File: config.mk
export PLATFORM = sky130hd
export DESIGN_NAME = lfm_top
export DESIGN_NICKNAME = d
export VERILOG_FILES = /design/src/common/lfm_pkg.sv /design/src/hw/lfm_top.sv /design/src/hw/lfm_sync.sv
export VERILOG_INCLUDE_DIRS = /design/src /design/src/common
export SDC_FILE = /design/constraint.sdc
export NUM_CORES = 1
export LEC_CHECK = 0
export BUFFER_PORTS_ARGS = -buffer_cell sky130_fd_sc_hd__buf_2
export CORE_MARGIN = 2
export CORE_UTILIZATION = 45
export DETAILED_ROUTE_END_ITERATION = 6
export PLACE_DENSITY = 0.76
export SLEW_MARGIN = 40
export SYNTH_ARGS = -nofsm -noshare
export SYNTH_HDL_FRONTEND = slang
export SYNTH_SLANG_ARGS = --single-unit
File: constraint.sdc
create_clock -name mclk -period 4.36 [get_ports mclk]
set_input_delay 0.436 -clock mclk [delete_from_list [all_inputs] [get_ports mclk]]
set_output_delay 0.436 -clock mclk [all_outputs]
set_load 0.02 [all_outputs]
File: src/common/lfm_defs.svh
// timing and encoding constants for the led fault manager
// Summary of operation
// supply undervoltage forces both drives low, standby, compensation reset, flag released.
// regulator low, pin short, overvoltage, overtemperature force gate low, standby, reset.
// switch current limit blanks gate for rest of cycle only, no flag.
// boost LED short forces both drives low, flags, retries after 16,000 cycles.
// frequency above 2.5MHz holds gate low and flags until it falls back.
// regulator pin short reported only after startup, cleared when rail recovers.
// fault flag is open drain, pulled low on reported fault; host pulls up.
// overvoltage pulls gate, dimming drive and flag low until below hysteresis.
// LED short hiccup starts after overcurrent persists about two switching cycles.
// overtemperature enters standby and flags until release threshold clears.
// retry timer counts ticks from sync reset; standby beats hiccup beats limit.
`ifndef LFM_DEFS_SVH
`define LFM_DEFS_SVH
`define LFM_HICCUP_CYCLES 16000
`define LFM_QUAL_CYCLES 2
`define LFM_CNT_W 14
`endif

File: src/common/lfm_pkg.sv
// types shared by the led fault manager
package lfm_pkg;
    typedef struct packed {
        logic supply_uv;
        logic reg_uv;
        logic reg_short;
        logic over_voltage;
        logic current_limit;
        logic led_short;
        logic freq_short;
        logic over_temp;
    } lfm_faults_t;
    typedef struct packed {
        logic gate_off;
        logic dim_off;
        logic standby;
        logic comp_reset;
    } lfm_drive_t;
    typedef enum logic [1:0] {
        LFM_RUN = 2'b00,
        LFM_QUAL = 2'b01,
        LFM_HICCUP = 2'b10
    } lfm_state_t;
endpackage : lfm_pkg

File: src/hw/lfm_top.sv
// fault supervision and hiccup retry for the led driver
`timescale 1ns/10ps
`include "lfm_defs.svh"
module lfm_top #(
    parameter int HICCUP_CYCLES = `LFM_HICCUP_CYCLES,
    parameter int QUAL_CYCLES = `LFM_QUAL_CYCLES
) (
    input wire logic mclk,
    input wire logic rst_b,
    input wire logic cycle_tick,
    input wire logic boost_mode,
    input wire logic startup_done,
    input wire lfm_pkg::lfm_faults_t faults_in,
    output lfm_pkg::lfm_drive_t drive,
    output logic dimming_switch_drive,
    output logic fault_flag_n_o,
    output logic fault_flag_n_oe
);
    import lfm_pkg::*;

    ////////////////////////////////////////////////////////////////////////
    // reset release and input synchronisation
    logic [1:0] rst_pipe;
    logic [1:0] next_rst_pipe;
    logic rst_n;
    always_comb begin
        next_rst_pipe = {rst_pipe[0], 1'b1};
    end
    always_ff @(posedge mclk or negedge rst_b) begin
        if (!rst_b) begin
            rst_pipe <= 2'b00;
        end else begin
            rst_pipe <= next_rst_pipe;
        end
    end
    assign rst_n = rst_pipe[1];

    // comparators and the tick come from the analog side, so resync them
    logic [10:0] raw_in;
    logic [10:0] sync_in;
    lfm_faults_t flt;
    logic tick;
    logic boost;
    logic started;
    assign raw_in = {faults_in, cycle_tick, boost_mode, startup_done};
    lfm_sync #(.W(11)) u_sync (
        .mclk(mclk),
        .rst_n(rst_n),
        .din(raw_in),
        .dout(sync_in)
    );
    assign flt = sync_in[10:3];
    assign boost = sync_in[1];
    assign started = sync_in[0];

    // tick edge: one pulse per switching cycle
    logic tick_d;
    logic next_tick_d;
    always_comb begin
        next_tick_d = sync_in[2];
    end
    always_ff @(posedge mclk or negedge rst_n) begin
        if (!rst_n) begin
            tick_d <= 1'b0;
        end else begin
            tick_d <= next_tick_d;
        end
    end
    assign tick = sync_in[2] & ~tick_d;

    ////////////////////////////////////////////////////////////////////////
    // cycle by cycle current limit latch, cleared at next cycle start
    logic cl_latch;
    logic next_cl_latch;
    always_comb begin
        next_cl_latch = cl_latch;
        if (tick) begin
            next_cl_latch = 1'b0;
        end
        if (flt.current_limit) begin
            next_cl_latch = 1'b1;
        end
    end
    always_ff @(posedge mclk or negedge rst_n) begin
        if (!rst_n) begin
            cl_latch <= 1'b0;
        end else begin
            cl_latch <= next_cl_latch;
        end
    end

    ////////////////////////////////////////////////////////////////////////
    // led short qualification and hiccup timer
    lfm_state_t state;
    lfm_state_t next_state;
    logic [`LFM_CNT_W-1:0] cnt;
    logic [`LFM_CNT_W-1:0] next_cnt;
    logic short_seen;
    logic standby_req;
    assign short_seen = flt.led_short & boost;
    // standby faults win, so the hiccup machine is held idle meanwhile;
    // a regulator short before startup is ignored, so it must not abort a retry
    assign standby_req = flt.supply_uv | flt.reg_uv | (flt.reg_short & started)
        | flt.over_voltage | flt.over_temp;
    always_comb begin
        next_state = state;
        next_cnt = cnt;
        case (state)
            LFM_RUN: begin
                next_cnt = '0;
                if (short_seen && !standby_req) begin
                    next_state = LFM_QUAL;
                end
            end
            LFM_QUAL: begin
                if (!short_seen || standby_req) begin
                    next_state = LFM_RUN;
                    next_cnt = '0;
                end else if (tick) begin
                    if (cnt == `LFM_CNT_W'(QUAL_CYCLES - 1)) begin
                        next_state = LFM_HICCUP;
                        next_cnt = '0;
                    end else begin
                        next_cnt = cnt + 1'b1;
                    end
                end
            end
            LFM_HICCUP: begin
                if (standby_req) begin
                    next_state = LFM_RUN;
                    next_cnt = '0;
                end else if (tick) begin
                    if (cnt == `LFM_CNT_W'(HICCUP_CYCLES - 1)) begin
                        next_state = LFM_RUN;
                        next_cnt = '0;
                    end else begin
                        next_cnt = cnt + 1'b1;
                    end
                end
            end
            default: begin
                next_state = LFM_RUN;
                next_cnt = '0;
            end
        endcase
    end
    always_ff @(posedge mclk or negedge rst_n) begin
        if (!rst_n) begin
            state <= LFM_RUN;
            cnt <= '0;
        end else begin
            state <= next_state;
            cnt <= next_cnt;
        end
    end

    ////////////////////////////////////////////////////////////////////////
    // response priority and outputs
    logic hiccup;
    logic reg_short_rep;
    logic flag_req;
    lfm_drive_t next_drive;
    logic next_dim;
    logic next_flag_oe;
    assign hiccup = (state == LFM_HICCUP);
    assign reg_short_rep = flt.reg_short & started;
    // supply undervoltage and regulator undervoltage are silent on the flag
    assign flag_req = reg_short_rep | flt.over_voltage | flt.over_temp | hiccup
        | flt.freq_short;
    always_comb begin
        next_drive.standby = standby_req;
        next_drive.comp_reset = next_drive.standby | hiccup;
        next_drive.gate_off = next_drive.standby | hiccup | flt.freq_short | cl_latch
            | flt.current_limit;
        next_drive.dim_off = flt.supply_uv | flt.over_voltage | hiccup;
        next_dim = ~next_drive.dim_off;
        next_flag_oe = ~flag_req;
    end
    always_ff @(posedge mclk or negedge rst_n) begin
        if (!rst_n) begin
            drive <= 4'b1111;
            dimming_switch_drive <= 1'b0;
            fault_flag_n_oe <= 1'b1;
        end else begin
            drive <= next_drive;
            dimming_switch_drive <= next_dim;
            fault_flag_n_oe <= next_flag_oe;
        end
    end
    assign fault_flag_n_o = 1'b0; // open drain only ever pulls low

    ////////////////////////////////////////////////////////////////////////
    // checks
    chk_uv_drives: assert property (@(posedge mclk) disable iff (!rst_n)
        flt.supply_uv |=> drive.gate_off && !dimming_switch_drive && drive.comp_reset)
        else $error("undervoltage did not force drives off");
    chk_uv_silent: assert property (@(posedge mclk) disable iff (!rst_n)
        (flt.supply_uv && !flag_req) |=> fault_flag_n_oe)
        else $error("undervoltage pulled the flag");
    chk_standby_entry: assert property (@(posedge mclk) disable iff (!rst_n)
        (flt.over_temp || flt.reg_uv) |=> drive.standby && drive.gate_off)
        else $error("standby fault did not enter standby");
    chk_cl_cycle: assert property (@(posedge mclk) disable iff (!rst_n)
        (flt.current_limit && !flag_req) |=> drive.gate_off && fault_flag_n_oe)
        else $error("current limit response wrong");
    chk_hiccup_len: assert property (@(posedge mclk) disable iff (!rst_n)
        (state == LFM_HICCUP && tick && cnt == `LFM_CNT_W'(HICCUP_CYCLES - 1)
            && !standby_req) |=> state == LFM_RUN)
        else $error("hiccup did not end on time");
    chk_freq_flag: assert property (@(posedge mclk) disable iff (!rst_n)
        flt.freq_short |=> drive.gate_off && !fault_flag_n_oe)
        else $error("frequency short not flagged");
    chk_vdd_gate: assert property (@(posedge mclk) disable iff (!rst_n)
        (flt.reg_short && !started && !flt.over_voltage && !flt.over_temp
            && !flt.freq_short && !hiccup) |=> fault_flag_n_oe)
        else $error("regulator short flagged before startup");
    chk_ovp_all: assert property (@(posedge mclk) disable iff (!rst_n)
        flt.over_voltage |=> !dimming_switch_drive && !fault_flag_n_oe && drive.gate_off)
        else $error("overvoltage response incomplete");
    chk_qual_wait: assert property (@(posedge mclk) disable iff (!rst_n)
        (state == LFM_RUN) |=> state != LFM_HICCUP)
        else $error("hiccup entered without qualification");
    chk_standby_prio: assert property (@(posedge mclk) disable iff (!rst_n)
        standby_req |=> state == LFM_RUN)
        else $error("hiccup ran during standby");
    chk_temp_flag: assert property (@(posedge mclk) disable iff (!rst_n)
        flt.over_temp |=> !fault_flag_n_oe && drive.standby)
        else $error("overtemperature not flagged");
    cov_hiccup: cover property (@(posedge mclk) disable iff (!rst_n) state == LFM_HICCUP);
    cov_cl: cover property (@(posedge mclk) disable iff (!rst_n) cl_latch && tick);
    cov_ovp: cover property (@(posedge mclk) disable iff (!rst_n) flt.over_voltage);
endmodule : lfm_top

File: src/hw/lfm_sync.sv
// two flop synchroniser bank for analog comparator levels
`timescale 1ns/10ps
module lfm_sync #(
    parameter int W = 8
) (
    input wire logic mclk,
    input wire logic rst_n,
    input wire logic [W-1:0] din,
    output logic [W-1:0] dout
);
    logic [W-1:0] stage1;
    logic [W-1:0] next_stage1;
    logic [W-1:0] next_dout;
    // first stage is read only by the second
    always_comb begin
        next_stage1 = din;
        next_dout = stage1;
    end
    always_ff @(posedge mclk or negedge rst_n) begin
        if (!rst_n) begin
            stage1 <= '0;
            dout <= '0;
        end else begin
            stage1 <= next_stage1;
            dout <= next_dout;
        end
    end
endmodule : lfm_sync

Yosys cells after proc, flatten, opt, wreduce, memory -nomap -nowiden
Cells that the tools add are included.
{ "classes": {"n_reduce_logical": 8, "shift": 0, "n_div": 0, "n_bitwise": 20, "mul": 0, "add_sub_neg": 1, "eq_ne": 9, "magnitude_cmp": 0, "n_mux": 17} }
{ "op_table": {"columns": ["cell", "n"], "rows": [
  ["2-to-1 mux 14 bit", 6],
  ["one-hot mux 14 bit (2 select lines)", 1],
  ["adder 14 x 1 -> 14 bit, second input constant", 1],
  ["equality test 14 x 1 -> 1 bit, second input constant", 1],
  ["equality test 14 bit, second input constant", 1],
  ["2-to-1 mux 2 bit", 7],
  ["OR 1 bit", 14],
  ["!= test 3 bit, second input constant", 3],
  ["one-hot mux 2 bit (3 select lines)", 1],
  ["AND reduction 5 bit", 1],
  ["bitwise AND 1 bit", 3],
  ["!= test 3 x 2 -> 1 bit, second input constant", 1],
  ["inverter 1 bit", 3],
  ["equality test 2 x 1 -> 1 bit, second input constant", 1],
  ["equality test 2 bit, second input constant", 1],
  ["logical NOT 1 bit", 2],
  ["logical NOT 2 bit", 1],
  ["2-to-1 mux 1 bit", 2],
  ["!= test 2 bit, second input constant", 1],
  ["AND reduction 2 bit", 1],
  ["nonzero test 2 bit", 1],
  ["logical AND 1 bit", 1],
  ["logical OR 1 bit", 1]
]} }
{ "word_totals": {"romBits": 0, "ff_bits": 48, "memories": 0, "in_bits": 13, "mem_bits_rw": 0, "output_inout_bits": 7, "latch_bits": 0} }

Depth between registers and ports, before layout
{ "depth": {"depth_word": 8, "mapped_depth": 8, "ltp_nobuf": 7} }

Cells and area by module
Synthesis repeated with hierarchy kept, for this count alone.
{ "unflattened": {"cells_unflattened": 158, "area_unflattened_um2": 1976.9} }
{ "modules_own_cells": {"columns": ["module", "area_per_inst_um2", "cells_each", "seq_area_each_um2", "instances"], "rows": [
  ["lfm_top", 1426.4, 136, 656.9, 1],
  ["lfm_sync", 550.5, 22, 550.5, 1]
]} }

Worst setup path after synthesis
Ideal clock, no wire load.
{ "synth_path": {"kind": "register to register", "from": "register cnt[7]", "to": "register cnt[8]", "n_path_buf": 2, "slack_ns": 2.506, "required_time_ns": 4.234, "path_stages_with_launch": 8, "period_less_slack_ns": 1.854, "t_arrival_ns": 1.728, "path_cell_list": "dfrtp_1 > buf_6 > or3b_4 > nor4_4 > o32ai_2 > buf_6 > and3_1 > a221o_1"} }
{ "synth_between": {"elab_chain_len": 5} }
{ "synth_lines": {"columns": ["element", "line_no", "text"], "rows": [
  ["start: declaration", "lfm_top.sv:96", "logic [`LFM_CNT_W-1:0] cnt;"],
  ["start signal: assignment", "lfm_top.sv:153", "cnt <= next_cnt;"],
  ["adder 14 x 1 -> 14 bit, or another cell as far along", "lfm_top.sv:124, lfm_top.sv:137", null],
  ["2-to-1 mux 14 bit, on equally long branches", "lfm_top.sv:133, lfm_top.sv:120", null],
  ["2-to-1 mux 14 bit, on equally long branches", "lfm_top.sv:132, lfm_top.sv:119", null],
  ["2-to-1 mux 14 bit, on equally long branches", "lfm_top.sv:129, lfm_top.sv:116", null],
  ["one-hot mux 14 bit (2 select lines) (*)", "lfm_top.sv:108", "case (state)"]
]} }
Every way passes the cells marked *; elsewhere a longest branch is shown, timed or not. The select of a mux whose other input is x is not followed.
A chain may end at the register's enable or synchronous reset.

Worst setup path in the final report
{ "layout_path": {"from": "register u_sync.dout[8]", "to": "register cnt[2]"} }
{ "layout_between": {"elab_chain_len": 7} }
{ "layout_lines": {"columns": ["element", "line_no", "text"], "rows": [
  ["start: declaration", "lfm_sync.sv:9", "output logic [W-1:0] dout"],
  ["start signal: assignment", "lfm_sync.sv:25", "dout <= next_dout;"],
  ["bitwise AND 1 bit (*)", "lfm_top.sv:103", "assign standby_req = flt.supply_uv | flt.reg_uv | (flt.reg_short & started)"],
  ["OR 1 bit (*)", "lfm_top.sv:103", null],
  ["OR 1 bit (*) (2 in a row)", "lfm_top.sv:104", "| flt.over_voltage | flt.over_temp;"],
  ["logical OR 1 bit", "lfm_top.sv:116", "if (!short_seen || standby_req) begin"],
  ["2-to-1 mux 14 bit / != test 3 bit (equally long branches)", null, null],
  ["one-hot mux 14 bit (2 select lines) / AND reduction 2 bit (equally long branches)", null, null]
]} }
Every way passes the cells marked *; elsewhere a longest branch is shown, timed or not.

==> results.sh <==
export IMPL_finalCritPeriodShare_pct=52.5
export IMPL_wl_um=3120
export IMPL_crit_chain="a211oi_2 > nand3_1 > o32ai_2 > nand2b_1 > o311ai_0"
export IMPL_grt_usage_pct=14.1
export IMPL_placeableCoreArea_um2=4290
export IMPL_vias=1265
export IMPL_synth_top_area_share_pct=54.2
export IMPL_synth_avg_cell_area_um2=12.3
export IMPL_ant_nets=0
export IMPL_syn_nets=179
export IMPL_finalCriticalPeriod_ns=2.29
export IMPL_clock_root_buffer="clkbuf_8"
export IMPL_place_congestion=0.823
export IMPL_path_clk_slew_ns=0.09
export IMPL_worstHoldStart="startup_done"
export IMPL_diodes=0
export IMPL_setup_violations=0
export IMPL_end_kind="register"
export IMPL_final_util_pct=51.4
export IMPL_h_tree_depth=2
export IMPL_worstHoldPathCells=1
export IMPL_fillers=371
export IMPL_netlist_area_um2=1980
export IMPL_worstPathArrival_ns=2.49
export IMPL_cts_repair_resized=0
export IMPL_yosysSeqAreaShare_pct=60.8
export IMPL_synth_largest_area_cell="dfrtp_1"
export IMPL_cap_violations=0
export IMPL_syn_inst=161
export IMPL_avgViaCountPerCell=5.38
export IMPL_dp_hpwl_um=2130
export IMPL_yosysWarnings=0
export IMPL_postSynth_asyncResetShare_pct=100
export IMPL_clock_path_buffers=2
export IMPL_critical_path_top_delay_family="compound AO/OA/AOI/OAI gates"
export IMPL_slew_viol_final=0
export IMPL_max_freq_ghz=0.437
export IMPL_cts_buffers=5
export IMPL_synth_seq_cells=48
export IMPL_synth_edf_count=0
export IMPL_cp_start_kind="register"
export IMPL_first_global_vias=1221
export IMPL_p_leak_uw=0.000979
export IMPL_status="finished clean"
export IMPL_crit_buf_inv=0
export IMPL_skew_ns=0.00922
export IMPL_rrSetupSlack_ns=2.07
export IMPL_firstDrtPassIters=4
export IMPL_hold_end="u_sync.next_dout[0]"
export IMPL_drc=0
export IMPL_synth_area_leaders="dfrtp_1, dfstp_2, a221o_1, ha_1, nand3_1"
export IMPL_port_buffers=18
export IMPL_wl_per_cell_um=13.3
export IMPL_post_cts_buffers=0
export IMPL_ys_flop_type="dfrtp_1"
export IMPL_slew_headroom_pct=45.7
export IMPL_critical_path_max_stage_delay_ns=0.69
export IMPL_min_path_type="in2reg"
export IMPL_critPathLaunch="u_sync.dout[8]"
export IMPL_drive_above_1_share_pct=24.6
export IMPL_clkLatencyLatePin_ns=0.30
export IMPL_grt_overflow_total=0
export IMPL_start_util_pct=46.2
export IMPL_hold_viol=0
export IMPL_die_width_um=70.4
export IMPL_worstSetupPathType="reg2reg"
export IMPL_io_pins=20
export IMPL_antenna_found_initial=0
export IMPL_cts_tree="done"
export IMPL_tns_ns=0
export IMPL_slowest_stage="o32ai_2"
export IMPL_worst_r2r_cell_count=5
export IMPL_rsz0062_at_grt="false"
export IMPL_synth_cell_types=41
export IMPL_placementRows=24
export IMPL_die_h_um=70.4
export IMPL_peakVddDrop_mv=0.254
export IMPL_drt_iter0_markers=61
export IMPL_r2r_start="u_sync.dout[8]"
export IMPL_grt_pass1_wl_um=5430
export IMPL_areaGrowthSynthToFinish_pct=11.2
export IMPL_grt_max_degree=47
export IMPL_p_per_area_nw_per_um2=366
export IMPL_cts_hold_repair_buffers=1
export IMPL_fp_dieArea_um2=4960
export IMPL_required_ns=4.56
export IMPL_timing_rr_end="cnt[2]"
export IMPL_clock_sinks=48
export IMPL_layout_nets=200
export IMPL_cp_max_fo=13
export IMPL_worstMarginPinSlew_ns=0.814
-- worst max-delay path by stage --
| stage | cells past startpoint | slack, ns | endpoint |
|---|---|---|---|
| after floorplan | 7 | 2.51 | cnt[8] |
| after global placement | 5 | 2.16 | cnt[2] |
| after detailed placement | 5 | 2.09 | cnt[2] |
| after CTS | 5 | 2.06 | cnt[2] |
| after global routing | 5 | 1.89 | cnt[2] |
| final | 5 | 2.07 | cnt[2] |
-- routing by layer --
layer	vias up	track usage [%]	share of wire (%)
met1	609	17.9	47
met5	-	0	0
li1	629	-	-
met4	0	7.48	1.5
met3	5	4.47	3.8
met2	22	21.6	47
-- where the power goes --
group          leakage, uW  internal (uW)  switching, uW
Clock            0.0000484            130            144
Combinational     0.000341           22.0           31.7
Sequential        0.000589            464           15.1
-- sequential cells by signal, summed over array words and instances, names as in the netlist --
name                  cells
state                     2
drive                     4
u_sync.dout              11
fault_flag_n_oe           1
tick_d                    1
u_sync.next_dout         11
cl_latch                  1
dimming_switch_drive      1
cnt                      14
rst_pipe                  2
-- Yosys cell counts (2+ instances only) --
| cell | count |
|---|---|
| nand4_1 | 4 |
| nor4_1 | 4 |
| conb_1 | 2 |
| buf_6 | 2 |
| dfrtp_1 | 43 |
| a221o_1 | 7 |
| nand3_2 | 2 |
| o21ai_0 | 2 |
| and3_1 | 5 |
| or3_1 | 2 |
| o311ai_0 | 4 |
| dfstp_2 | 5 |
| nor3b_1 | 2 |
| and3_2 | 3 |
| nand3_1 | 12 |
| buf_4 | 2 |
| inv_1 | 7 |
| nor2_1 | 12 |
| nand2b_1 | 2 |
| nand2_1 | 13 |
| or2_2 | 2 |
| ha_1 | 5 |
-- cells by family (layout without fill, tap and decap cells) --
logic type | count (synthesis) | count (layout) | synth area share [%]
other cells | 2 | 2 | 0.378
flops | 48 | 48 | 60.8
simple gates | 71 | 71 | 21.3
compound gates | 23 | 23 | 10.8
fa+ha+maj | 5 | 5 | 3.15
buf+inv | 12 | 34 | 3.47
-- worst register-to-register path, cell delays in order, from the launching register on --
cell	delay [ns]
dfrtp_1	0.38
a211oi_2	0.44
nand3_1	0.24
o32ai_2	0.69
nand2b_1	0.16
o311ai_0	0.29
-- final cells by class --
class                   instances  area, um^2  share of cell area [%]
clock inverters                 1        8.76                   0.397
repair buffers                 19         100                    4.54
inverters                       7        26.3                    1.19
well taps                      52        65.1                    2.95
flip-flops and latches         48        1210                    54.9
clock buffers                   7        86.3                    3.91
multi-input cells             101         708                    32.1
-- placed cells by master (no fill, tap or decap), types with 2 or more instances in the layout --
master    netlist  layout
nand2_1        13      13
nor4_1          4       4
nor3b_1         2       2
conb_1          2       2
nor2_1         12      12
and3_2          3       3
nand4_1         4       4
ha_1            5       5
dfrtp_1        43      42
nand3_2         2       2
o21ai_0         2       2
buf_2           1      18
nand2b_1        2       2
or3_1           2       2
a221o_1         7       7
o311ai_0        4       4
and3_1          5       5
clkbuf_8        0       6
dfstp_2         5       5
or2_2           2       2
inv_1           7       7
nand3_1        12      12
-- per-stage QoR --
step	area (um^2)	setup slack, ns	hold WS, ns	power (uW)	cells
floorplan	1980	2.51	0.140	524	161
global placement	2100	2.16	0.222	539	226
detailed placement	2100	2.09	0.222	542	226
CTS	2210	2.06	0.228	816	235
global route	2210	1.89	0.216	842	235
finish	2210	2.07	0.235	807	235
Note: power is estimated with default switching activity, not from simulation.
